===== src/sarro_pkg.sv =====
// Package of constants and carrier types for the serial converter readout.
package sarro_pkg;
  // ==========================================================
  // Frame geometry
  localparam int unsigned SARRO_RES_BITS = 12;
  localparam logic [4:0] SARRO_FRAME_CYCLE_COUNT = 5'h10;
  localparam logic [4:0] SARRO_SHORT_MIN_CYCLES = 5'h0E;
  // Falling edge that turns the driver on.
  localparam logic [4:0] SARRO_EN_FALL = 5'h02;
  // Falling edge that presents the result MSB.
  localparam logic [4:0] SARRO_MSB_FALL = 5'h03;
  localparam logic [4:0] SARRO_LSB_FALL = 5'h0E;
  localparam logic [4:0] SARRO_FALL_MAX = 5'h1F;
  // ==========================================================
  // Pin timing
  localparam int unsigned SARRO_CLK_PS = 5000;
  localparam int unsigned SARRO_HOLD_NS = 10;
  localparam int unsigned SARRO_OUTPUT_ENABLE_DELAY_NS = 50;
  localparam int unsigned SARRO_OUTPUT_RELEASE_DELAY_NS = 50;
  // Least hold time, rounded up to whole clock cycles.
  localparam logic [3:0] SARRO_HOLD_CYC =
    4'((SARRO_HOLD_NS * 1000 + SARRO_CLK_PS - 1) / SARRO_CLK_PS);
  // ==========================================================
  // Reset values
  localparam logic [11:0] SARRO_SAMPLE_RST = 12'h000;
  localparam logic [4:0] SARRO_FALLS_RST = 5'h00;
  localparam logic [3:0] SARRO_HOLD_RST = 4'h0;
  // Synchronisers start at the pins' idle levels: clock low, select high.
  localparam logic [1:0] SARRO_SCLK_SYNC_RST = 2'h0;
  localparam logic [1:0] SARRO_CS_SYNC_RST = 2'h3;
  // ==========================================================
  // Carrier for one captured sample.
  typedef struct packed {
    logic [11:0] code;
  } sarro_word_t;
endpackage : sarro_pkg


===== src/sarro_readout.sv =====
// Serial readout of a 12-bit converter framed by an active-low select.
module sarro_readout
  import sarro_pkg::*;
(
  // System clock and reset.
  input wire logic i_sys_clk,
  input wire logic i_rst,
  // Serial link pins; the inputs are asynchronous to the system clock.
  input wire logic i_sclk,
  input wire logic i_cs_n,
  output logic o_dout,
  output logic o_dout_oe,
  // Sample stream from the converter core.
  input wire sarro_word_t i_sample,
  input wire logic i_sample_valid,
  output logic o_sample_ready,
  // Frame status.
  output logic o_frame_done
);
  // ==========================================================
  // Pin synchronisers
  logic [1:0] sclk_sync, cs_sync;
  logic sclk_d, cs_d;
  logic [1:0] next_sclk_sync, next_cs_sync;
  logic next_sclk_d, next_cs_d;
  // Three flops per pin; the second and third stages feed edge logic.
  always_comb begin
    next_sclk_sync = {sclk_sync[0], i_sclk};
    next_cs_sync = {cs_sync[0], i_cs_n};
    next_sclk_d = sclk_sync[1];
    next_cs_d = cs_sync[1];
  end
  always_ff @(posedge i_sys_clk or posedge i_rst) begin
    if (i_rst) begin
      // A clock stage reset high would show a false fall after reset.
      sclk_sync <= SARRO_SCLK_SYNC_RST;
      cs_sync <= SARRO_CS_SYNC_RST;
      sclk_d <= 1'h0;
      cs_d <= 1'h1;
    end else begin
      sclk_sync <= next_sclk_sync;
      cs_sync <= next_cs_sync;
      sclk_d <= next_sclk_d;
      cs_d <= next_cs_d;
    end
  end
  logic sclk_fall, cs_fall, cs_high;
  assign sclk_fall = sclk_d & ~sclk_sync[1];
  assign cs_fall = cs_d & ~cs_sync[1];
  assign cs_high = cs_sync[1];
  // ==========================================================
  // Two-entry sample buffer
  // Two slots let the core deliver the next sample while a frame runs.
  sarro_word_t buf_q [2];
  logic [1:0] buf_cnt, next_buf_cnt;
  logic buf_rd, buf_wr;
  sarro_word_t next_buf0, next_buf1;
  // A word is taken only while ready is shown, so both sides agree.
  assign buf_wr = i_sample_valid & o_sample_ready;
  always_comb begin
    next_buf0 = buf_q[0];
    next_buf1 = buf_q[1];
    next_buf_cnt = buf_cnt;
    if (buf_rd && buf_cnt != 2'h0) begin
      // The head stays put when the last word leaves, so an empty
      // buffer repeats the most recent sample rather than a stale one.
      if (buf_cnt == 2'h2) next_buf0 = buf_q[1];
      next_buf_cnt = buf_cnt - 2'h1;
    end
    if (buf_wr) begin
      if (next_buf_cnt == 2'h0) next_buf0 = i_sample;
      else next_buf1 = i_sample;
      next_buf_cnt = next_buf_cnt + 2'h1;
    end
  end
  always_ff @(posedge i_sys_clk or posedge i_rst) begin
    if (i_rst) begin
      buf_q[0] <= '{code: SARRO_SAMPLE_RST};
      buf_q[1] <= '{code: SARRO_SAMPLE_RST};
      buf_cnt <= 2'h0;
      o_sample_ready <= 1'h0;
    end else begin
      buf_q[0] <= next_buf0;
      buf_q[1] <= next_buf1;
      buf_cnt <= next_buf_cnt;
      o_sample_ready <= (next_buf_cnt != 2'h2);
    end
  end
  // ==========================================================
  // Frame engine
  typedef enum logic [1:0] {SARRO_IDLE, SARRO_RUN} sarro_state_t;
  sarro_state_t state, next_state;
  logic [4:0] falls, next_falls;
  logic [11:0] shreg, next_shreg;
  logic bit_q, next_bit_q, oe_q, next_oe_q;
  logic [3:0] hold, next_hold;
  logic pend_bit, next_pend_bit, done_q, next_done_q;
  // Bit presented after the given falling edge of the frame.
  function automatic logic frame_bit(input logic [4:0] n,
                                     input logic [11:0] w);
    logic [4:0] i;
    i = 5'h00;
    if (n < SARRO_MSB_FALL) begin
      frame_bit = 1'b0;
    end else if (n <= SARRO_LSB_FALL) begin
      i = SARRO_LSB_FALL - n;
      frame_bit = w[i[3:0]];
    end else if (n <= SARRO_LSB_FALL + 5'h0B) begin
      i = n - SARRO_LSB_FALL;
      frame_bit = w[i[3:0]];
    end else begin
      frame_bit = 1'b0;
    end
  endfunction : frame_bit
  assign buf_rd = (state == SARRO_IDLE) & cs_fall;
  // Select fall latches a sample; each clock fall up to the 31st advances one bit.
  always_comb begin
    next_state = state;
    next_falls = falls;
    next_shreg = shreg;
    next_bit_q = bit_q;
    next_oe_q = oe_q;
    next_hold = hold;
    next_pend_bit = pend_bit;
    next_done_q = 1'b0;
    case (state)
      SARRO_IDLE: begin
        if (cs_fall) begin
          next_state = SARRO_RUN;
          next_falls = SARRO_FALLS_RST;
          next_shreg = buf_q[0].code;
          next_oe_q = 1'b0;
        end
      end
      SARRO_RUN: begin
        if (cs_high) begin
          // Short or full, the frame ends on select rising.
          next_state = SARRO_IDLE;
          next_oe_q = 1'b0;
          next_hold = SARRO_HOLD_RST;
          next_done_q = (falls >= SARRO_SHORT_MIN_CYCLES);
        end else begin
          if (sclk_fall && falls != SARRO_FALL_MAX) begin
            next_falls = falls + 5'h01;
            next_pend_bit = frame_bit(falls + 5'h01, shreg);
            next_hold = SARRO_HOLD_CYC;
            if (falls + 5'h01 == SARRO_EN_FALL) next_oe_q = 1'b1;
          end else if (hold != SARRO_HOLD_RST) begin
            next_hold = hold - 4'h1;
            if (hold == 4'h1) next_bit_q = pend_bit;
          end
        end
      end
      default: next_state = SARRO_IDLE;
    endcase
  end
  always_ff @(posedge i_sys_clk or posedge i_rst) begin
    if (i_rst) begin
      state <= SARRO_IDLE;
      falls <= SARRO_FALLS_RST;
      shreg <= SARRO_SAMPLE_RST;
      bit_q <= 1'b0;
      oe_q <= 1'b0;
      hold <= SARRO_HOLD_RST;
      pend_bit <= 1'b0;
      done_q <= 1'b0;
    end else begin
      state <= next_state;
      falls <= next_falls;
      shreg <= next_shreg;
      bit_q <= next_bit_q;
      oe_q <= next_oe_q;
      hold <= next_hold;
      pend_bit <= next_pend_bit;
      done_q <= next_done_q;
    end
  end
  assign o_dout = bit_q;
  assign o_dout_oe = oe_q;
  assign o_frame_done = done_q;
endmodule : sarro_readout


===== config.mk =====
export PLATFORM = sky130hd
export DESIGN_NAME = sarro_readout
export DESIGN_NICKNAME = d
export VERILOG_FILES = /design/src/sarro_pkg.sv /design/src/sarro_readout.sv
export SDC_FILE = /design/constraint.sdc
export NUM_CORES = 1
export LEC_CHECK = 0
export CORE_MARGIN = 4
export CORE_UTILIZATION = 30
export DETAILED_ROUTE_END_ITERATION = 8
export DONT_BUFFER_PORTS = 1
export PLACE_DENSITY = 0.47
export SYNTH_ARGS = -nofsm -noshare
export SYNTH_HDL_FRONTEND = slang
export SYNTH_SLANG_ARGS = --single-unit

===== constraint.sdc =====
create_clock -name i_sys_clk -period 6.2 [get_ports i_sys_clk]
set_input_delay 0 -clock i_sys_clk [delete_from_list [all_inputs] [get_ports i_sys_clk]]
set_output_delay 0 -clock i_sys_clk [all_outputs]
set_load 0.02 [all_outputs]

# Yosys cells after proc, flatten, opt, wreduce, memory -nomap -nowiden
# Cells that the tools add are included.
[totals] reg_bits=60 word_cells=94
[op_classes] n_eq_ne=12 reduce_logical=16 bitwise_logic=8 magnitude_cmp=6 n_addsub=6 mux=30
[op_table] cell="12-bit two-way mux" n=4
[op_table] cell="5-bit two-way mux" n=3
[op_table] cell="4-bit two-way mux" n=3
[op_table] cell="1-bit two-way mux" n=11
[op_table] cell="4-bit by 5-bit less-than comparator with 1-bit output (second input constant)" n=2
[op_table] cell="2-bit != test (second input constant)" n=5
[op_table] cell="5-bit case mux with 2 select lines" n=1
[op_table] cell="1-bit binary-select mux with 4-bit select" n=2
[op_table] cell="2-bit two-way mux" n=4
[op_table] cell="2-bit AND reduction" n=4
[op_table] cell="4-bit AND reduction" n=2
[op_table] cell="3-bit != test (second input constant)" n=2
[op_table] cell="5-bit by 1-bit adder with 5-bit output (second input constant)" n=1
[op_table] cell="5-bit by 2-bit equality test with 1-bit output (second input constant)" n=1
[op_table] cell="5-bit by 4-bit >= comparator with 1-bit output (second input constant)" n=1
[op_table] cell="5-bit by 4-bit less-or-equal comparator with 1-bit output (second input constant)" n=1
[op_table] cell="5-bit less-or-equal comparator (second input constant)" n=1
[op_table] cell="5-bit by 2-bit less-than comparator with 1-bit output (second input constant)" n=1
[op_table] cell="5-bit != test (second input constant)" n=1
[op_table] cell="5-bit AND reduction" n=1
[op_table] cell="1-bit bitwise AND" n=4
[op_table] cell="4-bit by 1-bit equality test with 1-bit output (second input constant)" n=1
[op_table] cell="2-bit zero test" n=2
[op_table] cell="1-bit inverter" n=4
[op_table] cell="other kinds (14)" n=16

# Logic depth before layout (Yosys ltp)
# Gate-level depths: netlist of run 1.
[depth] depth_word=8 ltp_mapped=12 mapped_depth_nobuf=10

# Worst setup path after synthesis of run 1
# OpenSTA, ideal clock, no wires.
[synth_timing] kind="reg-to-reg" startpoint="register cs_d" endpoint="register buf_q[0] (netlist name)" slack_ns=3.734 t_arrival_ns=2.342 path_stages_with_launch=9 period_less_slack_ns=2.466 required_ns=6.075 n_path_buf=2 path_cell_list="dfstp_2 > or3b_1 > buf_2 > nor2_4 > xnor2_1 > ha_1 > or2_2 > clkbuf_1 > mux2_2"
[synth_between] elab_chain_len=7
[synth_lines] element="from (decl)" line_no="sarro_readout.sv:23" text="logic sclk_d, cs_d;"
[synth_lines] element="from (signal assigned)" line_no="sarro_readout.sv:44" text="cs_d <= next_cs_d;"
[synth_lines] element="1-bit bitwise AND" line_no="sarro_readout.sv:49" text="assign cs_fall = cs_d & ~cs_sync[1];"
[synth_lines] element="1-bit bitwise AND" line_no="sarro_readout.sv:115" text="assign buf_rd = (state == SARRO_IDLE) & cs_fall;"
[synth_lines] element="1-bit logical AND" line_no="sarro_readout.sv:64" text="if (buf_rd && buf_cnt != 2'h0) begin"
[synth_lines] element="2-bit two-way mux" line_no="sarro_readout.sv:64"
[synth_lines] element="2-bit zero test" line_no="sarro_readout.sv:71" text="if (next_buf_cnt == 2'h0) next_buf0 = i_sample;"
[synth_lines] element="1-bit inverter (no line)"
[synth_lines] element="2-bit AND reduction (no line)"
[synth_lines] element="to (decl)" line_no="sarro_readout.sv:54" text="sarro_word_t buf_q [2];"
# No other way between the ends.
# A chain may end at the register's enable or synchronous reset.

# Final worst setup path of run 1
[layout_timing] startpoint="register falls[0]" endpoint="register pend_bit"
[layout_between] elab_chain_len=7 word_cells_on_any_way=16 cone_classes="add/sub (3); order compare (3); eq/ne (1); mux (7); reduce/logical (2)"
[layout_lines] element="from (decl)" line_no="sarro_readout.sv:93" text="logic [4:0] falls, next_falls;"
[layout_lines] element="from (signal assigned)" line_no="sarro_readout.sv:169" text="falls <= next_falls;"
[layout_lines] element="5-bit by 1-bit adder with 5-bit output" line_no="sarro_readout.sv:145" text="next_pend_bit = frame_bit(falls + 5'h01, shreg);"
[layout_lines] element="4-bit subtractor" line_no="sarro_readout.sv:109" text="i = n - SARRO_LSB_FALL;"
[layout_lines] element="1-bit binary-select mux with 4-bit select" line_no="sarro_readout.sv:110" text="frame_bit = w[i[3:0]];"
[layout_lines] element="1-bit two-way mux (implied by the code)" line_no="sarro_readout.sv:110"
[layout_lines] element="1-bit two-way mux" line_no="sarro_readout.sv:108" text="end else if (n <= SARRO_LSB_FALL + 5'h0B) begin"
[layout_lines] element="1-bit two-way mux" line_no="sarro_readout.sv:105" text="end else if (n <= SARRO_LSB_FALL) begin"
[layout_lines] element="1-bit two-way mux" line_no="sarro_readout.sv:103" text="if (n < SARRO_MSB_FALL) begin"
[layout_lines] element="to (signal assigned)" line_no="sarro_readout.sv:174" text="pend_bit <= next_pend_bit;"
[layout_lines] element="to (decl)" line_no="sarro_readout.sv:97" text="logic pend_bit, next_pend_bit, done_q, next_done_q;"
# Parallel ways exist; a longest one is shown, timed or not. The select of a mux whose other input is x is not followed.

==> out/results.txt, run 1 <==
Status -> finished clean
DRC -> 0
Seq/Total Area, Yosys -> 0.490
Worst Hold Slack -> 0.0841 ns
Number of routed nets with antenna violations -> 0
Simple-Gate Fraction of Synth Area -> 0.158
PwrDens -> 382 nW/um^2
Pin count of the biggest net entering global routing -> 45
Final min period -> 2.96 ns
Chip Width -> 108 um
CTS Sinks -> 59
Site Rows -> 36
R2r setup slk -> 3.24 ns
Vias -> 2056
Clk buf depth -> 2
Vias in the first global route -> 2097
Setup TNS -> 0 ns
Int Power -> 932 uW
Die area -> 11700 sq um
Flop pwr share -> 0.456
Post-synth EDFFs -> 0
Layout Nets -> 331
Initial core utilization -> 0.309
Synth Area in XOR/XNOR -> 0.0228
Total gr overflow -> 0
Critical Path Start Type -> flop
Post-Synth Adder-Cell Area -> 0.0622
First-pass GRT wire length -> 9970 um
Via/cell ratio -> 4.70
Sw Share -> 0.305
Worst vdd ir -> 179 uV
Clock share of power -> 0.283
IO Pins -> 21
YS warnings -> 0
Hold Path Class -> in2async
Worst Path Arrival -> 3.19 ns
R2r endpoint -> pend_bit
Synth Register Bits -> 59
R2R depth -> 9
Slew @ Worst Pin -> 0.820 ns
Largest family of logic cells by synthesized area -> simple AND/OR/NAND/NOR gates
Number of fill cells -> 1014
HPWL Detailed -> 3940 um
WL per Instance -> 13.1 um
Asr flop ratio synth -> 1.00
Critical path class -> reg2reg
Clk_lat worst skew -> 0.34 ns
Slew HR -> 0.452
N_diodes -> 0
Design Power -> 1340 uW
Resized Gates After CTS -> 0
Mean post-synth cell area -> 10.6 sq um
Core ar. -> 9770 sq um
Num CTS Buffers -> 9
Max Clock Skew -> 0.00980 ns
Placed Cells -> 405
Core Util, Final -> 0.359
Input/output buffers -> 0
Setup Fix Bufs, Post-CTS -> 0
Clk root buf -> clkbuf_8
Synth Cell Area -> 3020 sq um
Placer Congestion -> 0.786
Die H -> 108 um
P_leak -> 0.00166 uW
Wirelength, routed -> 5710 um
Final hold vios -> 0
Psw -> 408 uW
Clock slew at reported path FFs -> 0.07 ns
Synthesized instance count -> 284
Crit Path Max Fanout -> 15
Proportion of layout cells with a drive suffix above 1 -> 0.141
Crit path required time -> 6.43 ns
Mux cell area share after synthesis -> 0.147
Comb pwr share -> 0.261
Synth unique cells -> 47
Endpoints failing setup -> 0
Non-Filler Instances -> 437
FMAX -> 338 MHz
Area grow syn2layout -> 16.3%
Number of DRC markers in iteration 0 -> 64
Final Max Tran Viols -> 0
H-Tree Depth -> 3
Global Route Usage Sum -> 0.109
Fin crit share -> 0.477
Syn nets -> 316
DR pass1 iterations -> 4
Synth Area in Compound Gates -> 0.0875
RSZ-0062 raised after global routing -> no
Crit end category -> flop
Main synth FF type -> dfrtp_1
Initial antenna violation count -> 0
Max cap viols -> 0
Critical R2R Launch -> falls[0]
TritonCTS clock tree -> yes
[critical path: stages (launching register included)]
cell and delay [ns]:
dfrtp_1 0.61, ha_1 0.37, and3_1 0.20, ha_1 0.18, nor3b_2 0.40, nand2_1 0.35, nand2_1 0.21, o211ai_1 0.10
or3_1 0.31, o211a_1 0.13
[layout make-up]
type	instances	area [sq um]	share of cell area
tap	133	166	0.0474
timing repair buffer	17	168	0.0478
inverter	11	41.3	0.0118
sequential	59	1480	0.422
clock buffer	15	186	0.0531
clock inverter	1	30.0	0.00855
multi-input combinational	201	1440	0.410
[routing by layer]
metal | share of wire | GRT usage | routed length [um] | up-vias
li1 | - | - | - | 1017
met4 | 0.019 | 0.0487 | 110 | 0
met5 | 0 | 0 | 0 | -
met3 | 0.043 | 0.0418 | 244 | 9
met2 | 0.48 | 0.170 | 2720 | 33
met1 | 0.46 | 0.133 | 2630 | 997
[power by group through the flow]
| stage | Sequential, uW | Combinational (uW) | Clock [uW] |
|---|---|---|---|
| 2_1_floorplan | 587 | 303 | 0 |
| 3_3_place_gp | 617 | 340 | 0 |
| 5_1_grt | 634 | 405 | 409 |
| 4_1_cts | 614 | 356 | 394 |
| 3_5_place_dp | 621 | 345 | 0 |
| 6_report | 611 | 350 | 379 |
[worst max path at each step]
stage	depth (start not counted)	startpoint	to	slack, ns
after floorplan	8	cs_d	buf_q[0]	3.73
after CTS	9	falls[0]	pend_bit	3.26
final	9	falls[0]	pend_bit	3.24
after global placement	6	state[0]	buf_q[15]	3.25
after global routing	9	falls[0]	pend_bit	2.98
after detailed placement	9	falls[0]	pend_bit	3.27
[cells in the mapped netlist (5+ instances only)]
library cell | instances | area, sq um
clkbuf_1 | 9 | 33.8
mux2i_1 | 15 | 150
nand3_1 | 8 | 40.0
o21ai_0 | 23 | 115
inv_1 | 10 | 37.5
dfrtp_1 | 56 | 1400
nand2_1 | 63 | 236
a21oi_1 | 5 | 25.0
nor2_1 | 8 | 30.0
ha_1 | 15 | 188
mux2_2 | 13 | 146
[cell usage in the layout (no fill, tap or decap), types with 3 or more instances in the layout]
cell type	synthesis	routed
a21oi_1	5	5
clkbuf_8	0	13
dfrtp_1	56	56
dfstp_2	3	3
dlygate4sd3_1	0	16
ha_1	15	15
inv_1	10	9
mux2_2	13	13
mux2i_1	15	15
mux4_1	3	3
mux4_2	3	3
nand2_1	63	63
nand3_1	8	8
nor2_1	8	8
nor2b_1	3	3
nor3b_1	3	3
o211ai_1	3	3
o21ai_0	23	23
xnor2_1	3	3
xor2_1	3	3
[registers in the layout, indices dropped and copies added, names as in the netlist]
| signal | cells |
|---|---|
| buf_q | 24 |
| shreg | 12 |
| falls | 5 |
| hold | 4 |
| buf_cnt | 2 |
| cs_sync | 2 |
| sclk_sync | 2 |
| cs_d | 1 |
| o_dout | 1 |
| o_dout_oe | 1 |
| o_frame_done | 1 |
| o_sample_ready | 1 |
| pend_bit | 1 |
| sclk_d | 1 |
| state | 1 |
[timing repair]
action | in CTS | in global routing
setup endpoints to repair | 0 | 0
hold buffers | 16 | 0
hold endpoints to repair | 44 | 0
[stage by stage]
stage / setup slack (ns) / cell area [sq um]
final: 3.24 / 3510
after global routing: 2.98 / 3510
after CTS: 3.26 / 3510
after detailed placement: 3.27 / 3130
after global placement: 3.25 / 3130
after floorplan: 3.73 / 3020
[kinds of logic after synthesis]
group / after synthesis
buffers and inverters: 24
XOR/XNOR: 7
multiplexers: 34
flip-flops: 59
adder cells (fa/ha/maj): 15
AO/OA/AOI/OAI: 43
AND/OR/NAND/NOR: 102
No activity file was read; power rests on OpenSTA's default activity.
==> run 2, diff against run 1 <==
- clock period: 6.2 -> 2.8 ns (I/O delays scaled with it)
==> run 2 against run 1 <==
  * Worst hold slack improved by 0.11 ns
  * Die area unchanged
  * Non-clock buffer count increased by 7
  * Critical path depth increased by 1
  * Global-route usage increased by 0.095 points
  * Via count unchanged
  * Sequential share of layout area decreased by 0.52 points
  * Clock skew decreased by 0.0018 ns
  * Routed wire length increased by 0.91%
  * Final cell count increased by 1.6%
  * Critical endpoint unchanged
==> out/results.txt, run 2 (synthesized netlist as in run 1, its figures left out) <==
Max Clock Skew -> 0.00803 ns
Clk root buf -> clkbuf_8
PnR worst setup slack -> 0.355 ns
Final hold vios -> 0
Chip Width -> 108 um
TritonCTS clock tree -> yes
Via/cell ratio -> 4.63
Site Rows -> 36
P_leak -> 0.00169 uW
Commonest non-fill, non-tap cell in the layout -> nand2_1
H-Tree Depth -> 3
Largest regs -> buf_q (24), shreg (12), falls (5)
Area grow syn2layout -> 17.8%
Vias -> 2056
Placed Cells -> 412
Total gr overflow -> 0
Fin crit share -> 0.873
Initial core utilization -> 0.309
Global Route Usage Sum -> 0.110
Die area -> 11700 sq um
N_diodes -> 0
Slew @ Worst Pin -> 0.768 ns
Endpoints failing setup -> 0
Pin count of the biggest net entering global routing -> 33
Slew HR -> 0.487
Clock slew at reported path FFs -> 0.07 ns
Num CTS Buffers -> 9
Initial antenna violation count -> 0
Placer Congestion -> 0.796
Most flops, register -> buf_q
IO Pins -> 21
PwrDens -> 834 nW/um^2
Status -> finished clean
Layout Nets -> 338
DP Worst Slack -> 0.377 ns
Wirelength, routed -> 5760 um
Core ar. -> 9770 sq um
Input/output buffers -> 0
Crit end category -> flop
Number of DRC markers in iteration 0 -> 72
FMAX -> 409 MHz
Proportion of layout cells with a drive suffix above 1 -> 0.161
Non-Filler Instances -> 444
Clk buf depth -> 2
Worst Path Arrival -> 2.72 ns
Setup Fix Bufs, Post-CTS -> 0
Most frequent cells in the layout -> nand2_1 (63), dfrtp_1 (56), o21ai_0 (23)
Final Max Tran Viols -> 0
DRC -> 0
DR pass1 iterations -> 4
Clk_lat worst skew -> 0.33 ns
RSZ-0062 raised after global routing -> no
Design Power -> 2960 uW
Setup TNS -> 0 ns
Critical Path Start Type -> flop
Max cap viols -> 0
Vias in the first global route -> 2114
First-pass GRT wire length -> 10100 um
Worst vdd ir -> 474 uV
WL per Instance -> 13.0 um
Critical path class -> reg2reg
Hold Path Class -> in2async
Die H -> 108 um
Crit path required time -> 3.07 ns
Final min period -> 2.45 ns
Max FFs per register -> 24
Number of routed nets with antenna violations -> 0
HPWL Detailed -> 4030 um
Crit Path Max Fanout -> 10
CTS Sinks -> 59
==> run 2: final cells by class <==
class	count	area (sq um)
clock inverters	2	35.0
fillers	996	6220
well taps	133	166
repair buffers	24	220
flip-flops and latches	59	1480
multi-input cells	201	1440
inverters	11	41.3
clock buffers	14	173
==> run 2: worst max-delay path, stage by stage (launching register included) <==
cell,delay (ns)
dfrtp_1,0.50
inv_1,0.13
ha_1,0.52
inv_1,0.13
ha_1,0.20
inv_1,0.04
o21ai_0,0.08
a311oi_1,0.30
nor4b_1,0.08
o31ai_1,0.24
o211a_1,0.17
==> run 2: repair_timing <==
action / 4_1_cts / 5_1_grt
setup endpoints to repair: 0 / 0
endpoints found under the hold margin: 56 / 0
hold buffers: 16 / 0
gates resized for setup: 0 / 0
==> run 2: path summary, 6_finish.rpt <==
kind	depth (start not counted)	slack [ns]	end	from
worst max-delay path	10	0.35	pend_bit	falls[0]
worst min-delay path	2	0.19	buf_q[6]	i_rst
worst max register to register	10	0.35	pend_bit	falls[0]
worst min register to register	0	0.36	sclk_sync[1]	sclk_sync[0]
max in group asynchronous	3	1.74	cs_d	i_rst
min in group i_sys_clk	3	0.19	buf_q[13]	i_sample_valid
==> run 2: stage by stage <==
stage / instance area [sq um] / hold slack (ns) / util
6_report: 3550 / 0.190 / 0.364
5_1_grt: 3550 / 0.194 / 0.364
4_1_cts: 3550 / 0.180 / 0.364
3_5_place_dp: 3190 / -0.00890 / 0.326
3_3_place_gp: 3190 / -0.00985 / 0.326
2_1_floorplan: 3020 / 0.00448 / -
==> run 2: report_power, final <==
group | internal (uW) | switching, uW
clock | 484 | 329
sequential | 1150 | 197
combinational | 415 | 387
==> run 2: routing by layer <==
| metal | routed length [um] | global-route usage |
|---|---|---|
| met1 | 2790 | 0.141 |
| met2 | 2620 | 0.168 |
| met3 | 234 | 0.0358 |
| met4 | 124 | 0.0496 |
| met5 | 0 | 0 |
==> run 3, diff against run 2 <==
- CORE_UTILIZATION: 30 -> 55
- PLACE_DENSITY: 0.47 -> 0.73
- RECOVER_POWER: default -> 100
==> run 3 against run 2 <==
  * Utilization is 29 points higher
  * Sequential share of layout area is 1.6 points higher
  * Clock-buffer cell count is 1 lower
  * Global-route usage is 7.9 points higher
  * Maximum frequency is 0.17% higher
  * Power is 4.2% lower
  * Highest routed layer unchanged
  * Flip-flop and latch count stayed put
  * Clock power is 14% lower
  * Final cell count is 14% lower
==> out/results.txt, run 3 (synthesized netlist as in run 1, its figures left out) <==
Delay-heaviest family, CP -> simple AND/OR/NAND/NOR gates
Clk buf depth -> 2
Max Clock Skew -> 0.0112 ns
Fin crit share -> 0.872
Comb pwr share -> 0.281
Critical-path cell list -> or3b_1 > nor2_1 > xnor2_1 > ha_1 > or2_2 > mux2_2
Placer Congestion -> 0.861
Largest regs -> buf_q (24), shreg (12), falls (5)
Design Power -> 2840 uW
Critical Path Stages -> 6
Site Rows -> 26
Setup Fix Bufs, Post-CTS -> 0
Worst vdd ir -> 588 uV
Num CTS Buffers -> 9
TritonCTS clock tree -> yes
Number of routed nets with antenna violations -> 0
Die H -> 82.1 um
Resized Gates After CTS -> 0
Non-Filler Instances -> 381
Input/output buffers -> 0
Commonest non-fill, non-tap cell in the layout -> nand2_1
Most flops, register -> buf_q
DR pass1 iterations -> 4
Worst Path Arrival -> 2.67 ns
Sw Share -> 0.320
Bufs and invs on worst path -> 0
Number of DRC markers in iteration 0 -> 60
P_leak -> 0.00165 uW
Most frequent cells in the layout -> nand2_1 (63), dfrtp_1 (56), o21ai_0 (23)
Die area -> 6740 sq um
Core Util, Final -> 0.658
Placed Cells -> 349
Hold Path Class -> in2reg
Final hold vios -> 0
Chip Width -> 82.1 um
N_diodes -> 0
Int Power -> 1930 uW
Initial core utilization -> 0.580
PwrDens -> 829 nW/um^2
Slew @ Worst Pin -> 1.12 ns
Clk root buf -> clkbuf_8
CTS Sinks -> 59
R2R depth -> 6
Total gr overflow -> 0
Hold buffers post-CTS -> 16
Vias in the first global route -> 2129
Slew HR -> 0.251
First-pass GRT wire length -> 9420 um
Seq. cell area -> 1480 sq um
Worst path max stage delay -> 0.54 ns
Worst hold path depth -> 3
Initial antenna violation count -> 0
Psw -> 909 uW
RSZ-0062 raised after global routing -> no
Max cap viols -> 0
Crit end category -> flop
Global Route Usage Sum -> 0.188
Setup TNS -> 0 ns
Clock share of power -> 0.247
Endpoints failing setup -> 0
Crit path required time -> 3.02 ns
Crit Path Max Fanout -> 12
Clk_lat worst skew -> 0.34 ns
Number of fill cells -> 409
Final min period -> 2.44 ns
WL per Instance -> 14.1 um
Proportion of layout cells with a drive suffix above 1 -> 0.138
Clock slew at reported path FFs -> 0.07 ns
IO Pins -> 21
DRC -> 0
Flop pwr share -> 0.472
Wirelength, routed -> 5380 um
Crit-path slowest cell -> dfstp_1
Final Max Tran Viols -> 0
Area grow syn2layout -> 13.6%
Pin count of the biggest net entering global routing -> 32
Worst Hold Slack -> 0.194 ns
Vias -> 2063
FMAX -> 410 MHz
Core ar. -> 5200 sq um
Via/cell ratio -> 5.41
Layout Nets -> 338
Status -> finished clean
Critical path class -> reg2reg
HPWL Detailed -> 3680 um
Max FFs per register -> 24
H-Tree Depth -> 3
Area of the multi-input gates -> 1430 sq um
Critical Path Start Type -> flop
run 3: path summary, 6_finish.rpt:
path | from | to | slack, ns
max | cs_d | buf_q[3] | 0.36
min | i_sample_valid | buf_q[23] | 0.19
max reg2reg | cs_d | buf_q[3] | 0.36
min reg2reg | cs_sync[0] | cs_sync[1] | 0.36
max in group asynchronous | i_rst | shreg[10] | 1.10
min in group asynchronous | i_rst | hold[2] | 0.40
run 3: per-layer routing:
metal / part of all wire / global-route usage
met1: 0.44 / 0.214
met2: 0.50 / 0.324
met3: 0.042 / 0.0669
met4: 0.012 / 0.0698
met5: 0 / 0
run 3: stage by stage:
stage	setup slack (ns)	area (sq um)
floorplan	0.334	3020
global placement	0.497	3110
detailed placement	0.467	3110
CTS	0.453	3450
global route	0.197	3430
finish	0.359	3430
run 3: power by group through the flow:
stage | sequential, uW | combinational (uW) | clock (uW)
after global placement | 1340 | 756 | 0
after detailed placement | 1360 | 795 | 0
final | 1340 | 798 | 700
after global routing | 1390 | 921 | 764
after floorplan | 1300 | 672 | 0
after CTS | 1340 | 817 | 725
run 3: area by class of cell:
class / count / area share
well taps: 70 / 0.0256
clock inverters: 3 / 0.00657
repair buffers: 24 / 0.0613
flip-flops and latches: 59 / 0.432
clock buffers: 13 / 0.0464
inverters: 11 / 0.0120
multi-input cells: 201 / 0.416
run 3: worst reg2reg max path, cell delays in order (launching register included):
cell and delay, ns:
dfstp_1 0.54, or3b_1 0.38, nor2_1 0.23, xnor2_1 0.19, ha_1 0.24, or2_2 0.43, mux2_2 0.32
